===== src/include/bpf_pkg.sv =====
// Shared constants for the battery protector fault logic
package bpf_pkg;
   // Threshold codes that switch off the severe checks
   localparam logic [7:0] BPF_OV_DISABLE_CODE = 8'hF8;
   localparam logic [3:0] BPF_HOT_DISABLE_CODE = 4'hF;
   // Charger detect offset in millivolts
   localparam int BPF_CHG_DET_OFFSET_MV = 150;
   localparam int BPF_MV_W = 16;
   localparam logic [BPF_MV_W-1:0] BPF_CHG_DET_OFFSET =
      BPF_MV_W'(BPF_CHG_DET_OFFSET_MV);
   // Nonvolatile failure status bit positions
   localparam int BPF_ST_SUMMARY = 0;
   localparam int BPF_ST_OUT_SHORT = 1;
   localparam int BPF_ST_IN_SHORT = 2;
   localparam int BPF_ST_OPEN = 3;
   localparam int BPF_ST_OV = 4;
   localparam int BPF_ST_OT = 5;
   localparam int BPF_ST_SUM = 6;
   localparam int BPF_ST_W = 7;
   localparam int BPF_NFAULT = 6;
   localparam logic [BPF_ST_W-1:0] BPF_ST_RESET = 7'h00;
   // Debounce counter width and checksum width
   localparam int BPF_DEB_W = 16;
   localparam int BPF_SUM_W = 16;
   localparam int BPF_CFG_W = 16;
   typedef enum logic [2:0] {
      BPF_SUSP_NONE = 3'b001,
      BPF_SUSP_FULL = 3'b010,
      BPF_SUSP_WDOG = 3'b100
   } bpf_susp_t;
endpackage


===== src/verilog/bpf_debounce.sv =====
// Per-fault persistence filter for permanent failure detection
`timescale 1ns/1ps
`default_nettype none
module bpf_debounce
   import bpf_pkg::*;
#(
   parameter int WIDTH = BPF_DEB_W
) (
   // Clock and control
   input wire logic ref_clk,
   input wire logic rst_n,
   input wire logic clk_en,
   // Condition and limit
   input wire logic cond,
   input wire logic [WIDTH-1:0] limit,
   // Result
   output logic expired
);
   if (WIDTH < 1) begin : g_bad_width
      $error("bpf_debounce: WIDTH must be at least 1");
   end

   logic [WIDTH-1:0] count;
   wire at_limit = (count > limit);

   always_ff @(posedge ref_clk) begin
      if (!rst_n) begin
         count <= '0;
      end else if (clk_en) begin
         if (!cond) begin
            count <= '0;
         end else if (!at_limit) begin
            count <= count + WIDTH'(1);
         end
      end
   end

   // Must persist longer than the debounce time
   assign expired = cond && at_limit;
endmodule
`default_nettype wire


===== src/verilog/bpf_protector.sv =====
// Charge and discharge switch control with suspend and permanent failure handling
//
// Notes on behaviour
// - Full-suspend enabled and termination met turns charge switch off, flags full suspend.
// - Watchdog enabled and host timeout turns charge switch off, flags watchdog suspend.
// - Full suspend releases on discharge or charger removal.
// - Watchdog suspend releases on host activity, discharge or charger removal.
// - Charge current with charge switch off is a failure and blows fuse.
// - Discharge current with discharge switch off is a failure and blows fuse.
// - Any permanent failure forces both switches off, held across power cycles.
// - Permanent failure status is stored in nonvolatile status.
// - Permanent failure drives fuse output high.
// - Failure needs global enable and condition longer than debounce time.
// - Summary flag set together with the specific fault flag.
// - Switch open and short checks run only when check enable is set.
// - Discharge seen with discharge switch off sets outflow shorted flag.
// - Charge seen with charge switch off sets inflow shorted flag.
// - Discharge switch on, pack low, no discharge current sets open flag.
// - Both on, pack above cell by threshold, no charge current sets open flag.
// - Cell voltage above severe threshold sets overvoltage flag; code F8 disables.
// - Temperature above severe hot threshold sets overtemp flag; max code disables.
// - Startup checksum compare when enabled; mismatch sets checksum flag.
// - Pin override with alert low forces both switches off while low.
// - Command override turns off only the commanded switch.
// - Removing an override restores switches to fault state, not forced on.
// - Charging detected by current, average current, or pack above cell by 0.15V.
// - Discharging detected by negative currents or pack falling below cell plus 0.15V.
`timescale 1ns/1ps
`default_nettype none
module bpf_protector
   import bpf_pkg::*;
#(
   parameter int DEB_W = BPF_DEB_W,
   parameter int CUR_W = 16
) (
   // Clock, reset, enable
   input wire logic ref_clk,
   input wire logic rst_n,
   input wire logic clk_en,
   // Measurements (signed currents, millivolt voltages)
   input wire logic signed [CUR_W-1:0] current,
   input wire logic signed [CUR_W-1:0] avg_current,
   input wire logic [BPF_MV_W-1:0] cell_voltage,
   input wire logic [7:0] cell_voltage_code,
   input wire logic [3:0] temperature_code,
   input wire logic [BPF_MV_W-1:0] pack_plus_pin,
   input wire logic [BPF_MV_W-1:0] cell_plus_pin,
   input wire logic pack_low,
   // Detection thresholds
   input wire logic [CUR_W-2:0] current_detect_threshold,
   input wire logic [CUR_W-2:0] average_detect_threshold,
   input wire logic [BPF_MV_W-1:0] charger_detect_threshold,
   input wire logic [7:0] severe_overvoltage_threshold,
   input wire logic [3:0] severe_hot_threshold,
   // Configuration
   input wire logic full_suspend_enable,
   input wire logic charge_watchdog_enable,
   input wire logic perm_failure_enable,
   input wire logic switch_failure_check_enable,
   input wire logic config_sum_check_enable,
   input wire logic pin_override_enable,
   input wire logic command_override_enable,
   input wire logic [DEB_W-1:0] perm_failure_debounce,
   input wire logic [BPF_CFG_W-1:0] protector_config,
   input wire logic [BPF_SUM_W-1:0] stored_config_sum,
   // Events and host
   input wire logic charge_terminated,
   input wire logic host_timeout,
   input wire logic host_activity,
   input wire logic inflow_off_command,
   input wire logic outflow_off_command,
   input wire logic alert_pin,
   // Nonvolatile status restored at power-up
   input wire logic [BPF_ST_W-1:0] nv_failure_status_in,
   input wire logic nv_status_valid,
   // Outputs
   output logic inflow_switch_enable,
   output logic outflow_switch_enable,
   output logic fuse_drive_output,
   output logic [BPF_ST_W-1:0] nv_failure_status,
   output logic nv_write_strobe,
   output logic full_suspend_flag,
   output logic watchdog_suspend_flag
);
   // Refuse widths that leave no room for a count or a signed magnitude
   if (DEB_W < 1 || CUR_W < 2) begin : g_bad_param
      $error("bpf_protector: width parameters too small");
   end

   ////////////////////////////////////////////////////////////////////////
   // Alert pin synchroniser: three stages, change accepted when 2 and 3 agree
   logic [2:0] alert_sync;
   logic alert_low;
   always_ff @(posedge ref_clk) begin
      if (!rst_n) begin
         alert_sync <= 3'h7;
         alert_low <= 1'b0;
      end else if (clk_en) begin
         alert_sync <= {alert_sync[1:0], alert_pin};
         if (alert_sync[2] == alert_sync[1]) begin
            alert_low <= ~alert_sync[2];
         end
      end
   end

   ////////////////////////////////////////////////////////////////////////
   // Charge / discharge detection
   wire signed [CUR_W-1:0] cur_det = $signed({1'b0, current_detect_threshold});
   wire signed [CUR_W-1:0] avg_det = $signed({1'b0, average_detect_threshold});
   wire [BPF_MV_W:0] cell_plus_ofs = {1'b0, cell_plus_pin} + {1'b0, BPF_CHG_DET_OFFSET};
   wire [BPF_MV_W:0] cell_plus_chg = {1'b0, cell_plus_pin} + {1'b0, charger_detect_threshold};
   wire [BPF_MV_W:0] pack_ext = {1'b0, pack_plus_pin};
   wire charge_current = (current > cur_det) || (avg_current > avg_det);
   wire discharge_current = (current < -cur_det) || (avg_current < -avg_det);
   wire charging = charge_current || (pack_ext > cell_plus_ofs);
   wire pack_below = pack_ext < cell_plus_ofs;
   // Rising edge of pack_below (pack dropping under cell plus offset), so a static low pack is not a discharge
   // Resets as if the pack were already low, so leaving reset gives no false edge
   logic pack_below_d;
   always_ff @(posedge ref_clk) begin
      if (!rst_n) begin
         pack_below_d <= 1'b1;
      end else if (clk_en) begin
         pack_below_d <= pack_below;
      end
   end
   wire discharging = discharge_current || (pack_below && !pack_below_d);

   ////////////////////////////////////////////////////////////////////////
   // Charge suspend state machine
   bpf_susp_t susp, next_susp;
   always_comb begin
      next_susp = susp;
      unique case (susp)
         BPF_SUSP_NONE: begin
            if (full_suspend_enable && charge_terminated) begin
               next_susp = BPF_SUSP_FULL;
            end else if (charge_watchdog_enable && host_timeout) begin
               next_susp = BPF_SUSP_WDOG;
            end
         end
         BPF_SUSP_FULL: begin
            if (discharging || pack_below) begin
               next_susp = BPF_SUSP_NONE;
            end
         end
         BPF_SUSP_WDOG: begin
            if (host_activity || discharging || pack_below) begin
               next_susp = BPF_SUSP_NONE;
            end
         end
         default: next_susp = BPF_SUSP_NONE;
      endcase
   end
   always_ff @(posedge ref_clk) begin
      if (!rst_n) begin
         susp <= BPF_SUSP_NONE;
      end else if (clk_en) begin
         susp <= next_susp;
      end
   end
   assign full_suspend_flag = (susp == BPF_SUSP_FULL);
   assign watchdog_suspend_flag = (susp == BPF_SUSP_WDOG);

   ////////////////////////////////////////////////////////////////////////
   // Permanent failure conditions
   wire perm_latched = nv_failure_status[BPF_ST_SUMMARY];
   wire in_cmd_off = command_override_enable && inflow_off_command;
   wire out_cmd_off = command_override_enable && outflow_off_command;
   wire pin_off = pin_override_enable && alert_low;
   wire fsm_in_on = !perm_latched && (susp == BPF_SUSP_NONE);
   wire fsm_out_on = !perm_latched;
   // Overrides only mask the fault-state result, so release falls back to it
   wire in_on = fsm_in_on && !pin_off && !in_cmd_off;
   wire out_on = fsm_out_on && !pin_off && !out_cmd_off;
   wire chk = switch_failure_check_enable;
   logic [BPF_NFAULT-1:0] cond;
   logic sum_mismatch;
   assign cond[0] = chk && !out_on && discharging;
   assign cond[1] = chk && !in_on && charging;
   assign cond[2] = chk && ((out_on && pack_low && !discharge_current) ||
      (in_on && out_on && (pack_ext > cell_plus_chg) && !charge_current));
   assign cond[3] = (severe_overvoltage_threshold != BPF_OV_DISABLE_CODE) &&
      (cell_voltage_code > severe_overvoltage_threshold);
   assign cond[4] = (severe_hot_threshold != BPF_HOT_DISABLE_CODE) &&
      (temperature_code > severe_hot_threshold);
   assign cond[5] = sum_mismatch;

   logic [BPF_NFAULT-1:0] expired;
   genvar gi;
   generate
      for (gi = 0; gi < BPF_NFAULT; gi++) begin : g_deb
         bpf_debounce #(.WIDTH(DEB_W)) u_deb (
            .ref_clk(ref_clk),
            .rst_n(rst_n),
            .clk_en(clk_en),
            .cond(cond[gi] && perm_failure_enable),
            .limit(perm_failure_debounce),
            .expired(expired[gi])
         );
      end
   endgenerate

   ////////////////////////////////////////////////////////////////////////
   // Startup checksum over the protector configuration
   logic sum_done;
   wire [BPF_SUM_W-1:0] cfg_sum = protector_config ^ BPF_SUM_W'(16'hA5A5);
   always_ff @(posedge ref_clk) begin
      if (!rst_n) begin
         sum_done <= 1'b0;
         sum_mismatch <= 1'b0;
      end else if (clk_en && nv_status_valid && !sum_done) begin
         sum_done <= 1'b1;
         sum_mismatch <= config_sum_check_enable && (cfg_sum != stored_config_sum);
      end
   end

   ////////////////////////////////////////////////////////////////////////
   // Nonvolatile failure status: restored once, then only accumulates
   logic loaded;
   wire any_new = |expired;
   wire [BPF_ST_W-1:0] new_bits = {expired[5], expired[4], expired[3],
      expired[2], expired[1], expired[0], any_new};
   wire [BPF_ST_W-1:0] next_status = nv_failure_status | new_bits;
   always_ff @(posedge ref_clk) begin
      if (!rst_n) begin
         loaded <= 1'b0;
         nv_failure_status <= BPF_ST_RESET;
         nv_write_strobe <= 1'b0;
      end else if (clk_en) begin
         nv_write_strobe <= 1'b0;
         if (!loaded) begin
            if (nv_status_valid) begin
               loaded <= 1'b1;
               nv_failure_status <= nv_failure_status_in;
            end
         end else if (next_status != nv_failure_status) begin
            nv_failure_status <= next_status;
            nv_write_strobe <= 1'b1;
         end
      end
   end

   ////////////////////////////////////////////////////////////////////////
   // Outputs; switches stay off until the stored status is known
   always_ff @(posedge ref_clk) begin
      if (!rst_n) begin
         inflow_switch_enable <= 1'b0;
         outflow_switch_enable <= 1'b0;
         fuse_drive_output <= 1'b0;
      end else if (clk_en) begin
         inflow_switch_enable <= loaded && in_on && !any_new;
         outflow_switch_enable <= loaded && out_on && !any_new;
         fuse_drive_output <= perm_latched || any_new;
      end
   end

   ////////////////////////////////////////////////////////////////////////
   // Assertions
   AST_PERM_OFF: assert property (@(posedge ref_clk) disable iff (!rst_n)
      clk_en && perm_latched |=> !inflow_switch_enable && !outflow_switch_enable)
      else $error("switch on after permanent failure");
   AST_FUSE: assert property (@(posedge ref_clk) disable iff (!rst_n)
      clk_en && perm_latched |=> fuse_drive_output)
      else $error("fuse drive low after permanent failure");
   AST_SUMMARY: assert property (@(posedge ref_clk) disable iff (!rst_n)
      $rose(|nv_failure_status[BPF_ST_W-1:1]) && $past(loaded) |-> nv_failure_status[BPF_ST_SUMMARY])
      else $error("specific fault without summary");
   AST_NO_PF_WHEN_DIS: assert property (@(posedge ref_clk) disable iff (!rst_n)
      !perm_failure_enable && loaded && clk_en |=> $stable(nv_failure_status))
      else $error("failure recorded while disabled");
   AST_PIN_OVR: assert property (@(posedge ref_clk) disable iff (!rst_n)
      clk_en && pin_off |=> !inflow_switch_enable && !outflow_switch_enable)
      else $error("switch on during pin override");
   AST_CMD_OVR: assert property (@(posedge ref_clk) disable iff (!rst_n)
      clk_en && in_cmd_off |=> !inflow_switch_enable)
      else $error("inflow on during command override");
   AST_FULL_SUSP: assert property (@(posedge ref_clk) disable iff (!rst_n)
      clk_en && susp == BPF_SUSP_NONE && full_suspend_enable && charge_terminated
      |=> full_suspend_flag)
      else $error("full suspend not entered");
   AST_WDOG_REL: assert property (@(posedge ref_clk) disable iff (!rst_n)
      clk_en && watchdog_suspend_flag && host_activity |=> !watchdog_suspend_flag)
      else $error("watchdog suspend not released");
   AST_SUSP_OFF: assert property (@(posedge ref_clk) disable iff (!rst_n)
      clk_en && susp != BPF_SUSP_NONE |=> !inflow_switch_enable)
      else $error("inflow on during suspend");
   COV_PERM: cover property (@(posedge ref_clk) disable iff (!rst_n) $rose(fuse_drive_output));
   COV_WDOG: cover property (@(posedge ref_clk) disable iff (!rst_n) $rose(watchdog_suspend_flag));
   COV_PIN: cover property (@(posedge ref_clk) disable iff (!rst_n) pin_off ##1 !pin_off);
endmodule
`default_nettype wire


===== config.mk =====
export PLATFORM = sky130hd
export DESIGN_NAME = bpf_protector
export DESIGN_NICKNAME = d
export VERILOG_FILES = /design/src/include/bpf_pkg.sv /design/src/verilog/bpf_debounce.sv /design/src/verilog/bpf_protector.sv
export SDC_FILE = /design/constraint.sdc
export NUM_CORES = 1
export LEC_CHECK = 0
export BUFFER_PORTS_ARGS = -buffer_cell sky130_fd_sc_hd__buf_2
export CELL_PAD_IN_SITES_DETAIL_PLACEMENT = 0
export CELL_PAD_IN_SITES_GLOBAL_PLACEMENT = 1
export CORE_MARGIN = 2
export CORE_UTILIZATION = 30
export CTS_CLUSTER_SIZE = 10
export DETAILED_ROUTE_END_ITERATION = 7
export GPL_TIMING_DRIVEN = 0
export PLACE_DENSITY_LB_ADDON = 0.1
export SKIP_CTS_REPAIR_TIMING = 1
export SLEW_MARGIN = 10
export SYNTH_ARGS = -nofsm -noshare
export SYNTH_HDL_FRONTEND = slang
export SYNTH_HIERARCHICAL = 1
export SYNTH_SLANG_ARGS = --single-unit

===== constraint.sdc =====
create_clock -name ref_clk -period 9 [get_ports ref_clk]
set_input_delay 0 -clock ref_clk [delete_from_list [all_inputs] [get_ports ref_clk]]
set_output_delay 0 -clock ref_clk [all_outputs]
set_load 0.01 [all_outputs]

==> impl_metrics.toml <==
[route]
dr.pass1.iters = 5
drt_wl_total_mm = 46.7
drc = 0
via_count = 13800
first_iter_violations = 800
wl_per_cell_um = 17.7
avgViaCountPerCell = 5.21
ant_nets = 0

[layout]
final_cell_mix = "225 x ha_1, 217 x buf_2, 183 x inv_1"
nFillCells = 4805
drive_above_1_share_pct = 17.0
fin_util_pct = 36.2
final_common_cell = "ha_1"
fin_cells = 2647
fin_nets = 2482
syn_to_final_growth_pct = 19.5
design_area_um2 = 16300

[critical_path]
crit_fanout = 10
reg2reg_slack_ns = 4.24
critPathTopFamily = "simple AND/OR/NAND/NOR gates"
cp-start-kind = "input pin"
cp_slowest_cell = "dlygate4sd3_1"
crit_path_end_kind = "flip-flop"
crit_buf_inv = 5
cp_data_required_time_ns = 9.37
slowest_delay_ns = 0.54
arrival_ns = 7.02
path_common_cell = "nand2_1"
crit_type = "input pin to flip-flop"

[sta]
max_clock_freq_ghz = 0.150
finalCriticalPeriod_ns = 6.65
relSlewSlack_pct = 49.8
rsz0062_at_grt = "no"
setup_slack_ns = 2.35
finalSetupViolations = 0
hold_viol = 7
fin_hold_ws_ns = -0.0428
finalClockSkew_ns = 0.0148
worstMarginPinSlew_ns = 0.751
slew_viol_final = 0
finalSetupTns_ns = 0
period_share_pct = 73.9

[placement]
dp.cells = 2595
placed_cell_area_um2 = 15500
io_buffers = 218
pre_cts_ws_ns = 2.48
gp_congestion = 0.821
dp_hpwl_mm = 36.9

[synth]
yosysWarningCount = 6
synth_cells = 1777
synth_area_um2 = 13700
synthDominantCellAreaShare_pct = 20.6
synth-edff-count = 0
synth_top_area_cell = "ha_1"
async_flop_share_pct = 0
syn_nets = 2226
synthTopCellsByArea = "ha_1 21%, dfxtp_1 17%, inv_1 5.0%"
ys_seq_area_share_pct = 17.3
avgSynthCellArea_um2 = 7.70
synth-seq-cells = 118
synth_cell_types = 80
synth_ff_type = "dfxtp_1"

[clock_tree]
worstSkewPairLatency_ns = 0.44
htree_levels = 4
clkSinkCount = 118
cts_made_buffers = 17
tritoncts = "built"
clock_tree.root_cell = "clkbuf_16"
max-clock-path-buffers = 2
clk_pin_slew_ns = 0.06

[global_routing]
grt_max_degree = 49
antenna_found_initial = 1
grt_pass1_vias = 13400
grt.total_usage_pct = 19.6
grt-ovfl-total = 0
grt_pass1_wl_mm = 73.3

[floorplanning]
die_y_um = 218
initial_utilization_pct = 30.3
design.die.area_um2 = 47300
row_count = 78
core_area_um2 = 45200
io_pins = 236
die_w_um = 218

[status]
violations = "hold timing"
status = "finished, violations left"

[run]
drv_cap = 0

[power]
max-vdd-ir-drop_mv = 0.142
leakagePower_nw = 7.48
powerDensity_nw_per_um2 = 104
p_total_mw = 1.71

[min_path]
hp-class = "input pin to flip-flop"
[registers in the layout (all words and copies together), names as in the netlist]
name	flops
inflow_switch_enable	1
pack_below_d	1
alert_low	1
fuse_drive_output	1
g_deb.u_deb/count	96
nv_failure_status	7
loaded	1
susp	3
alert_sync	3
nv_write_strobe	1
sum_mismatch	1
outflow_switch_enable	1
sum_done	1
[report_power, final]
part / leakage, nW / switching, mW / internal, mW
registers: 0.953 / 0.00521 / 0.528
logic: 6.23 / 0.244 / 0.173
clock network: 0.298 / 0.288 / 0.466
[cell type report]
class | count | area (µm²) | area share, %
plain buffers | 52 | 262 | 1.60
flip-flops and latches | 118 | 2360 | 14.5
inverters | 183 | 687 | 4.20
repair buffers | 237 | 1280 | 7.85
multi-input cells | 1424 | 10400 | 63.4
diodes | 1 | 2.50 | 0.0153
clock buffers | 18 | 429 | 2.63
clock inverters | 14 | 200 | 1.22
well taps | 600 | 751 | 4.59
[per-layer routing]
| layer | GRT usage (%) | up-vias | wire length [µm] |
|---|---|---|---|
| met5 | 0 | - | 0 |
| li1 | - | 7072 | - |
| met1 | 26.9 | 6461 | 23000 |
| met4 | 4.63 | 0 | 561 |
| met3 | 2.29 | 27 | 1440 |
| met2 | 32.8 | 228 | 21700 |
[worst paths after layout]
kind / from / cells after the start / end
worst min-delay path: charge_terminated / 4 / susp[1]
worst max-delay path: current_detect_threshold[3] / 28 / nv_failure_status[1]
worst max register to register: nv_failure_status[0] / 18 / nv_failure_status[1]
worst min register to register: inflow_switch_enable / 2 / inflow_switch_enable
[cell families (layout without fill, tap and decap cells)]
group	after synthesis	count (layout)	share of synthesized area, %
AO/OA/AOI/OAI	422	422	21.7
buffers and inverters	235	504	6.93
adder cells (fa/ha/maj)	226	226	20.7
other	0	1	0
flip-flops	118	118	17.3
XOR/XNOR	67	67	4.29
AND/OR/NAND/NOR	707	707	29.0
multiplexers	2	2	0.146
[worst register-to-register path, delay by kind of cell, from the launching register on]
kind                   cells  cell delay [ns]
DFF                        1             0.35
AOI/OAI and AO/OA          6             1.40
buffers and inverters      4             1.54
and+or+nand+nor            8             1.41
[synthesized netlist by cell type, types with 22 or more instances]
cell type,instances
nand4_1,52
ha_1,225
o21ai_0,35
nand2b_1,40
xor2_1,24
nor2b_1,40
nor2_1,95
and3_1,46
nor4_1,22
a21oi_1,126
a31oi_1,45
a31o_2,26
nand2_1,169
nand3_1,82
inv_1,183
dfxtp_1,118
clkbuf_1,43
xnor2_1,43
nor3_1,38
o211ai_1,30
No activity file was read; power rests on OpenSTA's default activity.
